--- src/core/pcsr_params.svh ---
// constants for the command/status register bank
`ifndef PCSR_PARAMS_SVH
`define PCSR_PARAMS_SVH
`define PCSR_BIT_PAR_DET   31
`define PCSR_BIT_SYS_SIG   30
`define PCSR_BIT_MABT_RCV  29
`define PCSR_BIT_TABT_RCV  28
`define PCSR_BIT_TABT_SIG  27
`define PCSR_SEL_HI        26
`define PCSR_SEL_LO        25
`define PCSR_SEL_VALUE     2'h1
`define PCSR_BIT_MPAR_REP  24
`define PCSR_BIT_B2B_CAP   23
`define PCSR_BIT_HS_CAP    21
`define PCSR_BIT_CAP_LIST  20
`define PCSR_BIT_INT_STAT  19
`define PCSR_BIT_INTERRUPT_PIN_DISABLE   10
`define PCSR_BIT_SERR_EN   8
`define PCSR_BIT_PAR_RESP  6
`define PCSR_BIT_BUS_MST   2
`define PCSR_BIT_MEM_SP    1
`define PCSR_CFG_OFFSET    8'h04
`endif

--- src/core/pcsr_pkg.sv ---
// types for the command/status register bank
package pcsr_pkg;
  typedef logic [31:0] pcsr_word_t;
endpackage : pcsr_pkg

--- src/core/pcsr_bank.sv ---
// command/status configuration register with sticky error flags and interrupt gating
`timescale 1ns/100ps
`include "pcsr_params.svh"
module pcsr_bank #(
  parameter logic HS_CAP   = 1'b0,
  parameter logic CAP_LIST = 1'b0
) (
  // clock and reset
  input  wire logic             mclk,
  input  wire logic             nrst,
  // configuration access from the bus target
  input  wire logic             cfg_wr,
  input  wire logic             cfg_rd,
  input  wire logic [7:0]       cfg_addr,
  input  wire logic [3:0]       cfg_be,
  input  wire pcsr_pkg::pcsr_word_t cfg_wdata,
  output pcsr_pkg::pcsr_word_t  cfg_rdata,
  // local preset port
  input  wire logic             preset_wr,
  input  wire pcsr_pkg::pcsr_word_t preset_mask,
  input  wire pcsr_pkg::pcsr_word_t preset_data,
  // error events, master and interrupt status from the bus engines and back end
  input  wire logic             par_err_evt,
  input  wire logic             sys_err_evt,
  input  wire logic             mabt_evt,
  input  wire logic             tabt_rcv_evt,
  input  wire logic             tabt_sig_evt,
  input  wire logic             perr_seen,
  input  wire logic             is_master,
  input  wire logic             int_pending,
  // pins and enables
  output logic                  system_error_pin_oe,
  output logic                  parity_error_pin_oe,
  output logic                  interrupt_a_pin_o,
  output logic                  interrupt_a_pin_oe,
  output logic                  master_allowed,
  output logic                  parity_respond,
  output logic                  mem_space_enable
);
  import pcsr_pkg::*;

  logic       wr_hit;
  logic [3:0] wen;
  logic [5:0] flags;
  logic       interrupt_pin_disable;
  logic       system_error_pin_enable;
  logic       parity_response_enable;
  logic       bus_master_enable;
  logic       mem_sp;
  logic       int_stat;
  logic       drive_serr;
  logic       drive_perr;
  logic [5:0] set_vec;
  logic [5:0] clr_vec;

  assign wr_hit = cfg_wr && (cfg_addr == `PCSR_CFG_OFFSET);
  assign wen    = wr_hit ? cfg_be : 4'h0;

  // error pin drive decisions
  assign drive_serr = sys_err_evt && system_error_pin_enable;
  assign drive_perr = par_err_evt && parity_response_enable;

  // flag set sources, index 5 is bit 31 down to index 1 at bit 27, index 0 bit 24
  assign set_vec[5] = par_err_evt;
  assign set_vec[4] = drive_serr;
  assign set_vec[3] = mabt_evt;
  assign set_vec[2] = tabt_rcv_evt;
  assign set_vec[1] = tabt_sig_evt;
  assign set_vec[0] = (drive_perr || perr_seen) && is_master
                      && parity_response_enable;
  // only a one written into the top byte clears
  assign clr_vec[5:1] = wen[3] ? cfg_wdata[`PCSR_BIT_PAR_DET:`PCSR_BIT_TABT_SIG] : 5'h0;
  assign clr_vec[0]   = wen[3] & cfg_wdata[`PCSR_BIT_MPAR_REP];

  // one sticky cell per flag
  genvar gi;
  generate
    for (gi = 0; gi < 6; gi++) begin : g_flag
      pcsr_w1c_flag u_flag (
        .mclk    (mclk),
        .nrst    (nrst),
        .set_evt (set_vec[gi]),
        .clr_req (clr_vec[gi]),
        .flag    (flags[gi])
      );
    end
  endgenerate

  // writable command bits; local preset applies before the bus write in the same cycle
  always_ff @(posedge mclk or negedge nrst) begin
    if (!nrst) begin
      interrupt_pin_disable   <= 1'b0;
      system_error_pin_enable <= 1'b0;
      parity_response_enable  <= 1'b0;
      bus_master_enable       <= 1'b0;
      mem_sp                  <= 1'b0;
    end else begin
      if (preset_wr) begin
        if (preset_mask[`PCSR_BIT_INTERRUPT_PIN_DISABLE])  interrupt_pin_disable   <= preset_data[`PCSR_BIT_INTERRUPT_PIN_DISABLE];
        if (preset_mask[`PCSR_BIT_SERR_EN])  system_error_pin_enable <= preset_data[`PCSR_BIT_SERR_EN];
        if (preset_mask[`PCSR_BIT_PAR_RESP]) parity_response_enable  <= preset_data[`PCSR_BIT_PAR_RESP];
        if (preset_mask[`PCSR_BIT_BUS_MST])  bus_master_enable       <= preset_data[`PCSR_BIT_BUS_MST];
        if (preset_mask[`PCSR_BIT_MEM_SP])   mem_sp                  <= preset_data[`PCSR_BIT_MEM_SP];
      end
      if (wen[1]) begin
        interrupt_pin_disable   <= cfg_wdata[`PCSR_BIT_INTERRUPT_PIN_DISABLE];
        system_error_pin_enable <= cfg_wdata[`PCSR_BIT_SERR_EN];
      end
      if (wen[0]) begin
        parity_response_enable <= cfg_wdata[`PCSR_BIT_PAR_RESP];
        bus_master_enable      <= cfg_wdata[`PCSR_BIT_BUS_MST];
        mem_sp                 <= cfg_wdata[`PCSR_BIT_MEM_SP];
      end
    end
  end

  // interrupt status mirrors the back end; same-domain input, no sync
  always_ff @(posedge mclk or negedge nrst) begin
    if (!nrst) begin
      int_stat <= 1'b0;
    end else begin
      int_stat <= int_pending;
    end
  end

  // pin drivers registered so outputs come straight from flops
  always_ff @(posedge mclk or negedge nrst) begin
    if (!nrst) begin
      system_error_pin_oe <= 1'b0;
      parity_error_pin_oe <= 1'b0;
      interrupt_a_pin_o   <= 1'b0;
      interrupt_a_pin_oe  <= 1'b0;
      master_allowed      <= 1'b0;
      parity_respond      <= 1'b0;
      mem_space_enable    <= 1'b0;
    end else begin
      system_error_pin_oe <= drive_serr;
      parity_error_pin_oe <= drive_perr;
      interrupt_a_pin_o   <= 1'b0;                                       // open drain low
      interrupt_a_pin_oe  <= int_pending && !interrupt_pin_disable;
      master_allowed      <= bus_master_enable;
      parity_respond      <= parity_response_enable;
      mem_space_enable    <= mem_sp;
    end
  end

  // read data; hardwired and reserved fields are constants so writes cannot move them
  always_ff @(posedge mclk or negedge nrst) begin
    if (!nrst) begin
      cfg_rdata <= '0;
    end else if (cfg_rd && (cfg_addr == `PCSR_CFG_OFFSET)) begin
      cfg_rdata                                  <= '0;
      cfg_rdata[`PCSR_BIT_PAR_DET:`PCSR_BIT_TABT_SIG] <= flags[5:1];
      cfg_rdata[`PCSR_SEL_HI:`PCSR_SEL_LO]       <= `PCSR_SEL_VALUE;
      cfg_rdata[`PCSR_BIT_MPAR_REP]              <= flags[0];
      cfg_rdata[`PCSR_BIT_B2B_CAP]               <= 1'b0;
      cfg_rdata[`PCSR_BIT_HS_CAP]                <= HS_CAP;
      cfg_rdata[`PCSR_BIT_CAP_LIST]              <= CAP_LIST;
      cfg_rdata[`PCSR_BIT_INT_STAT]              <= int_stat;
      cfg_rdata[`PCSR_BIT_INTERRUPT_PIN_DISABLE]               <= interrupt_pin_disable;
      cfg_rdata[`PCSR_BIT_SERR_EN]               <= system_error_pin_enable;
      cfg_rdata[`PCSR_BIT_PAR_RESP]              <= parity_response_enable;
      cfg_rdata[`PCSR_BIT_BUS_MST]               <= bus_master_enable;
      cfg_rdata[`PCSR_BIT_MEM_SP]                <= mem_sp;
    end else if (cfg_rd) begin
      cfg_rdata <= '0; // other offsets belong to other registers
    end
  end

  // checks
  property p_serr_flag;
    @(posedge mclk) disable iff (!nrst)
      (sys_err_evt && system_error_pin_enable) |=> flags[4];
  endproperty
  a_serr_flag: assert property (p_serr_flag) else $error("serr flag not set");

  property p_par_flag;
    @(posedge mclk) disable iff (!nrst) par_err_evt |=> flags[5];
  endproperty
  a_par_flag: assert property (p_par_flag) else $error("parity flag not set");

  property p_serr_gate;
    @(posedge mclk) disable iff (!nrst)
      !$past(system_error_pin_enable) |-> !system_error_pin_oe;
  endproperty
  a_serr_gate: assert property (p_serr_gate) else $error("serr driven while off");

  property p_perr_gate;
    @(posedge mclk) disable iff (!nrst)
      !$past(parity_response_enable) |-> !parity_error_pin_oe;
  endproperty
  a_perr_gate: assert property (p_perr_gate) else $error("perr driven while off");

  property p_int_pin;
    @(posedge mclk) disable iff (!nrst)
      (int_pending && !interrupt_pin_disable) |=> interrupt_a_pin_oe;
  endproperty
  a_int_pin: assert property (p_int_pin) else $error("interrupt pin not driven");

  property p_interrupt_pin_disable;
    @(posedge mclk) disable iff (!nrst) interrupt_pin_disable |=> !interrupt_a_pin_oe;
  endproperty
  a_interrupt_pin_disable: assert property (p_interrupt_pin_disable) else $error("interrupt leaked");

  property p_mpar_cond;
    @(posedge mclk) disable iff (!nrst)
      $rose(flags[0]) |-> $past(is_master) && $past(parity_response_enable);
  endproperty
  a_mpar_cond: assert property (p_mpar_cond) else $error("parity reported wrongly");

  property p_w1c_hold;
    @(posedge mclk) disable iff (!nrst)
      (flags[3] && !(wen[3] && cfg_wdata[`PCSR_BIT_MABT_RCV])) |=> flags[3];
  endproperty
  a_w1c_hold: assert property (p_w1c_hold) else $error("flag lost without w1c");

  property p_master_gate;
    @(posedge mclk) disable iff (!nrst) !bus_master_enable |=> !master_allowed;
  endproperty
  a_master_gate: assert property (p_master_gate) else $error("master allowed off");
endmodule : pcsr_bank

--- src/core/pcsr_w1c_flag.sv ---
// one sticky flag, set by hardware and cleared by writing a one
`timescale 1ns/100ps
module pcsr_w1c_flag (
  // clock and reset
  input  wire logic mclk,
  input  wire logic nrst,
  // set and clear
  input  wire logic set_evt,
  input  wire logic clr_req,
  // state
  output logic      flag
);
  // set wins over a simultaneous clear so no event is lost
  always_ff @(posedge mclk or negedge nrst) begin
    if (!nrst) begin
      flag <= 1'b0;
    end else if (set_evt) begin
      flag <= 1'b1;
    end else if (clr_req) begin
      flag <= 1'b0;
    end
  end
endmodule : pcsr_w1c_flag

--- config.mk ---
export PLATFORM = sky130hd
export DESIGN_NAME = pcsr_bank
export DESIGN_NICKNAME = d
export VERILOG_FILES = /design/src/core/pcsr_pkg.sv /design/src/core/pcsr_bank.sv /design/src/core/pcsr_w1c_flag.sv
export VERILOG_INCLUDE_DIRS = /design/src /design/src/core
export SDC_FILE = /design/constraint.sdc
export NUM_CORES = 1
export LEC_CHECK = 0
export ABC_AREA = 0
export BUFFER_PORTS_ARGS = -buffer_cell sky130_fd_sc_hd__clkbuf_2
export CAP_MARGIN = 20
export CORE_AREA = 8 8 72 74
export DETAILED_ROUTE_END_ITERATION = 8
export DIE_AREA = 0 0 80 82
export PLACE_DENSITY = 0.84
export REMOVE_ABC_BUFFERS = 1
export SLEW_MARGIN = 20
export SYNTH_ARGS = -nofsm -noshare
export SYNTH_HDL_FRONTEND = slang
export SYNTH_SLANG_ARGS = --single-unit
--- constraint.sdc ---
create_clock -name mclk -period 2.02 [get_ports mclk]
set_input_delay 0.202 -clock mclk [delete_from_list [all_inputs] [get_ports mclk]]
set_output_delay 0.202 -clock mclk [all_outputs]
set_load 0.01 [all_outputs]
# ---- Yosys cells after proc, flatten, opt, wreduce, memory -nomap -nowiden
# Index checks and enable logic that the tools add are counted.
dict set report word_totals {
  register_bits 50
  input_bits 121
  out_inout_bits 39
  elab_cells 80
}
dict set report classes {
  eq_ne 1
  n_mux 31
  bitwise 1
  n_reduce_logical 28
}
# operator count
set ops {}
lappend ops {{32-bit two-way mux} 2}
lappend ops {{2-bit nonzero test} 14}
lappend ops {{1-bit two-way mux} 27}
lappend ops {{2-bit AND reduction} 5}
lappend ops {{8-bit by 3-bit == test with 1-bit output, second input constant} 1}
lappend ops {{1-bit logical AND} 7}
lappend ops {{5-bit two-way mux} 1}
lappend ops {{4-bit two-way mux} 1}
lappend ops {{1-bit AND} 1}
lappend ops {{1-bit logical NOT} 1}
lappend ops {{1-bit logical OR} 1}

# ---- Longest topological paths before layout
dict set report depth {
  word_depth 6
  ltp_mapped 4
  mapped_depth_nobuf 3
}

# ---- By module
# A second synthesis with hierarchy kept.
dict set report unflattened {
  cells_unflattened 136
  hier_area_um2 1471.4
}
# mod n_inst cells_each area_per_inst_um2 seq_area_each_um2
set modules_own_cells {}
lappend modules_own_cells {pcsr_bank 1 118 1253.7 625.6}
lappend modules_own_cells {pcsr_w1c_flag 6 3 36.3 25.0}

# ---- Least setup slack after synthesis
# Ideal clock, no wire load.
dict set report synth_timing {
  path_kind {in2reg}
  start {in cfg_addr[3]}
  end {reg interrupt_pin_disable}
  setup_ns 0.125
  t_arrival_ns 1.129
  required_ns 1.895
  slack_ns 0.766
  path_stages 3
  path_buffers 0
  cell_sequence {nor4b_4 nand4_1 mux2_2}
}
dict set report synth_between {
  elab_chain_len 5
  word_cells_on_any_way 7
  classes_between {1 x eq/ne; 2 x mux; 4 x reduce/logical}
}
# item line
set synth_lines {}
lappend synth_lines {{from (decl)} pcsr_bank.sv:14} ;# input wire logic [7:0] cfg_addr,
lappend synth_lines {{8-bit by 3-bit == test with 1-bit output (no source line) (*)} --}
lappend synth_lines {{1-bit logical AND (*)} pcsr_bank.sv:56} ;# assign wr_hit = cfg_wr && (cfg_addr == `PCSR_CFG_OFFSET);
lappend synth_lines {{4-bit two-way mux (*)} pcsr_bank.sv:57} ;# assign wen = wr_hit ? cfg_be : 4'h0;
lappend synth_lines {{2-bit nonzero test (no source line)} --}
lappend synth_lines {{2-bit AND reduction (no source line)} --}
lappend synth_lines {{to (signal assigned)} pcsr_bank.sv:99} ;# if (preset_mask[`PCSR_BIT_INTERRUPT_PIN_DISABLE]) interrupt_pin_disable <= preset_data[`PCSR_BIT_INTERRUPT_PIN ...
lappend synth_lines {{to (signal assigned)} pcsr_bank.sv:106} ;# interrupt_pin_disable <= cfg_wdata[`PCSR_BIT_INTERRUPT_PIN_DISABLE];
lappend synth_lines {{to (decl)} pcsr_bank.sv:45} ;# logic interrupt_pin_disable;
# Every way passes the cells marked *; elsewhere a longest branch is shown, timed or not.
# A chain may end at the register's enable or synchronous reset.

# ---- Worst setup path in the final report
dict set report layout_timing {
  start {in cfg_addr[5]}
  end {reg cfg_rdata[6]}
}
dict set report layout_between {
  elab_chain_len 3
  word_cells_on_any_way 4
  classes_between {1 x eq/ne; 1 x mux; 2 x reduce/logical}
}
# item line
set layout_lines {}
lappend layout_lines {{8-bit by 3-bit == test with 1-bit output (no source line) (*)} --}
lappend layout_lines {{1-bit logical AND (*)} pcsr_bank.sv:151} ;# end else if (cfg_rd && (cfg_addr == `PCSR_CFG_OFFSET)) begin
lappend layout_lines {{32-bit two-way mux or 2-bit nonzero test (tied branches)} --}
lappend layout_lines {{to (signal, indexed assignment)} pcsr_bank.sv:153} ;# cfg_rdata[`PCSR_BIT_PAR_DET:`PCSR_BIT_TABT_SIG] <= flags[5:1];
lappend layout_lines {{to (signal, indexed assignment)} pcsr_bank.sv:154} ;# cfg_rdata[`PCSR_SEL_HI:`PCSR_SEL_LO] <= `PCSR_SEL_VALUE;
lappend layout_lines {{to (signal, indexed assignment)} pcsr_bank.sv:155} ;# cfg_rdata[`PCSR_BIT_MPAR_REP] <= flags[0];
lappend layout_lines {{to (decl)} pcsr_bank.sv:17} ;# output pcsr_pkg::pcsr_word_t cfg_rdata,
# Marked as above.

==> results by stage <==
Critical path:
- The required time at the worst-slack endpoint is 2210 ps.
- The classification of the worst setup path is input pin to register.
- The worst setup path is captured at a register.
- In this run the worst path has a maximum fanout of 12.
- The critical-path cell with the highest stage delay is sky130_fd_sc_hd__nor4_4.
- The kind of start point of the critical path is an input pin.
- Setup slack on the worst reg-to-reg path comes out at 920 ps.
- Data on the critical path arrives at its endpoint at 1610 ps.
- The largest single stage delay on the critical path is 590 ps.
- The critical path goes through clkbuf_2 > nor4_4 > nand2_1 > o22ai_1.

Clocking:
- The number of gates resized after CTS was 0.
- The post-CTS clock slew at the launch and capture registers of the worst setup and hold paths is 60 ps.
- The buffer count from post-CTS setup fixing is 0.
- The insertion delay of the later-clocked pin in the worst-skew pair is 270 ps.
- In this run, post-CTS hold repair placed 0 buffers.
- The CTS tree is built.
- The clock net in this run drives a total of 31 sinks.
- The cell at the root of the clock tree is sky130_fd_sc_hd__clkbuf_8.
- The number of H-tree levels is 2.
- The number of buffers inserted during clock tree synthesis is 5.
- The clock passes through at most 2 buffers.

Place:
- The minimum setup slack after placement is 304 ps.
- The congestion estimate from routability-driven global placement came to 0.726.
- The post-place instance area is 0.00173 mm2.
- The count of input and output buffers is 63.
- Including well taps, the total number of placed cells is 243.
- After legalization and detailed placement, the total HPWL measured 2940 um.

Routing:
- The detailed-route wire length is 3580 um.
- The routed wire length per instance is 14.3 um.
- The final route contains 1080 vias.
- The iteration-0 DRC count of the detailed router is 38.
- After detailed routing, the number of remaining DRC violations is 0.
- The residual antenna-violating net count after detailed routing is 0.
- The number of detailed-routing iterations run before antenna repair is 3.
- The average vias per placed instance is 4.30.

STA:
- After routing, the total negative slack on setup checks comes to 0 ps.
- Final hold analysis gives a worst-case slack of -11.6 ps.
- Setup repair after global routing left no endpoint under its margin.
- At the pin with the least slew margin, the transition time is 757 ps.
- The final hold violation count came to 18.
- The post-route clock skew is 3.21 ps.
- The worst pin sits at a relative slew slack of 49.5%.
- Across all setup checks in the final design, the least slack found is 598 ps.
- The maximum frequency from static timing analysis is 703 MHz.
- The max-slew violation count is 0.
- The total of endpoints with negative setup slack in the final report is 0.
- After layout, the worst path uses 70.4% of the clock period.
- The time the final worst path needs with I/O delays and setup is 1420 ps.

Global routing:
- Across every metal layer, demand over resource in global routing totals 11.4%.
- Entering global routing, the biggest net connects 32 pins.
- The overflow left after global routing is 0.
- The via count of the first global-routing pass is 1181.
- The wire length of the first global-routing pass is 5730 um.
- The initial antenna violation count is 0.

Yosys:
- After synthesis, the mean cell area works out to 10.8 um2.
- After synthesis the netlist holds a flip-flop and latch count of 31.
- The yosys synthesis warning count is 0.
- The synthesized cell area is 0.00144 mm2.
- The distinct cell type count after synthesis is 20.
- Synthesis produced 134 cells.
- Summing the sequential cell areas from Yosys gives 53.7% of the chip area.

Floorplan:
- The floorplan core area is 0.00414 mm2.
- The I/O pin count is 160.
- The die is 80 um wide.
- The effective utilization at floorplan is 34.8%.
- The die extent in y is 82 um.
- The area of the die is 0.00656 mm2.
- The row count is 24.

Layout:
- The count of inserted antenna diode cells is 0.
- The non-filler instance count after layout is 251.
- In the layout the commonest cells are sky130_fd_sc_hd__clkbuf_2, sky130_fd_sc_hd__dfrtp_1, sky130_fd_sc_hd__conb_1.
- The number of nets in the layout is 319.
- The share of post-route cells with drive strength above 1 is 41.7%.
- The finished cells cover 0.00183 mm2.
- The commonest non-fill, non-tap cell in the layout is sky130_fd_sc_hd__clkbuf_2.
- From synthesis to final layout, the design area changed by 26.4%.

Power:
- In this run the power density over the cells is 745 mW/mm2.
- The worst-case IR drop observed on VDD is 372 uV.
- The leakage power summed over all cells is 0.928 nW.
- The sum of internal, switching and leakage power is 0.00136 W.

Run:
- The tool flagged a number of max-cap violations equal to 0.

Hold path:
- The worst hold path belongs to the class input pin to async pin.

Status:
- The checks that failed: negative hold slack.
- The flow ran to the end, but the final reports show violations.
logic make-up (layout without fill, tap and decap cells):
kind of cell | after synthesis | count (layout) | synth area share, %
flip-flops | 31 | 31 | 53.7
multiplexers | 10 | 10 | 7.80
AND/OR/NAND/NOR | 35 | 35 | 14.3
other | 1 | 20 | 0.260
AO/OA/AOI/OAI | 19 | 19 | 8.75
buffers and inverters | 38 | 84 | 15.2
cell usage after synthesis:
cell | number | share of area, %
sky130_fd_sc_hd__a21o_1 | 5 | 2.6
sky130_fd_sc_hd__and2_1 | 3 | 1.3
sky130_fd_sc_hd__buf_2 | 1 | 0.35
sky130_fd_sc_hd__buf_4 | 20 | 10
sky130_fd_sc_hd__clkbuf_1 | 4 | 1.0
sky130_fd_sc_hd__conb_1 | 1 | 0.26
sky130_fd_sc_hd__dfrtp_1 | 31 | 54
sky130_fd_sc_hd__inv_1 | 13 | 3.4
sky130_fd_sc_hd__mux2_2 | 10 | 7.8
sky130_fd_sc_hd__nand2_1 | 19 | 4.9
sky130_fd_sc_hd__nand3_1 | 1 | 0.35
sky130_fd_sc_hd__nand4_1 | 7 | 3.0
sky130_fd_sc_hd__nand4_2 | 1 | 0.87
sky130_fd_sc_hd__nor2_1 | 1 | 0.26
sky130_fd_sc_hd__nor2b_1 | 1 | 0.43
sky130_fd_sc_hd__nor4_4 | 1 | 1.5
sky130_fd_sc_hd__nor4b_4 | 1 | 1.6
sky130_fd_sc_hd__o21ai_0 | 1 | 0.35
sky130_fd_sc_hd__o22ai_1 | 12 | 5.2
sky130_fd_sc_hd__o2bb2ai_1 | 1 | 0.61
worst paths after layout:
check,cells after the start,end,start
min in group mclk,1,int_stat,int_pending
setup reg to reg,2,parity_response_enable,parity_response_enable
hold reg to reg,0,mem_space_enable,mem_sp
hold / removal,1,cfg_rdata[30],nrst
setup / recovery,4,cfg_rdata[6],cfg_addr[5]
max in group asynchronous,1,cfg_rdata[25],nrst
critical path: cells and delay by family:
| family | cells | cell delay (ps) |
|---|---|---|
| buf+inv | 1 | 100 |
| simple gates | 2 | 1070 |
| compound gates | 1 | 240 |
power by group:
group	total, W	internal, W	switching, W	leakage [nW]
registers	0.000673	0.000653	0.0000197	0.378
clock network	0.000522	0.000310	0.000211	0.0515
logic	0.000166	0.0000759	0.0000896	0.498
total	0.00136	0.00104	0.000321	0.928
cell type report:
cell class	count	area (um2)
tap	52	65.1
multi-input combinational	84	520
fill	410	2320
timing repair buffer	63	315
sequential	31	776
clock buffer	8	100
inverter	13	48.8
metal layers:
metal	vias to the layer above	wire [um]	global-route usage [%]	part of all wire [%]
met5	-	0	0	0
met4	0	13	3.82	0.36
met3	2	379	6.46	11
met2	44	1840	19.3	51
met1	496	1350	11.7	38
li1	538	-	-	-
sequential cells by signal, indices dropped and copies added, names as in the netlist:
register and cells:
parity_response_enable 1, mem_sp 1, interrupt_a_pin_oe 1, cfg_rdata 13, mem_space_enable 1, bus_master_enable 1, parity_respond 1, int_stat 1
master_allowed 1, parity_error_pin_oe 1, g_flag.u_flag.flag 6, interrupt_pin_disable 1, system_error_pin_oe 1, system_error_pin_enable 1
per-stage QoR:
stage	utilization [%]	hold slack, ps
2_1_floorplan	-	-93.6
3_3_place_gp	41.6	300
3_5_place_dp	41.6	322
4_1_cts	44.1	24.3
5_1_grt	44.1	26.4
6_report	44.1	-11.6
No activity file was read; power rests on OpenSTA's default activity.
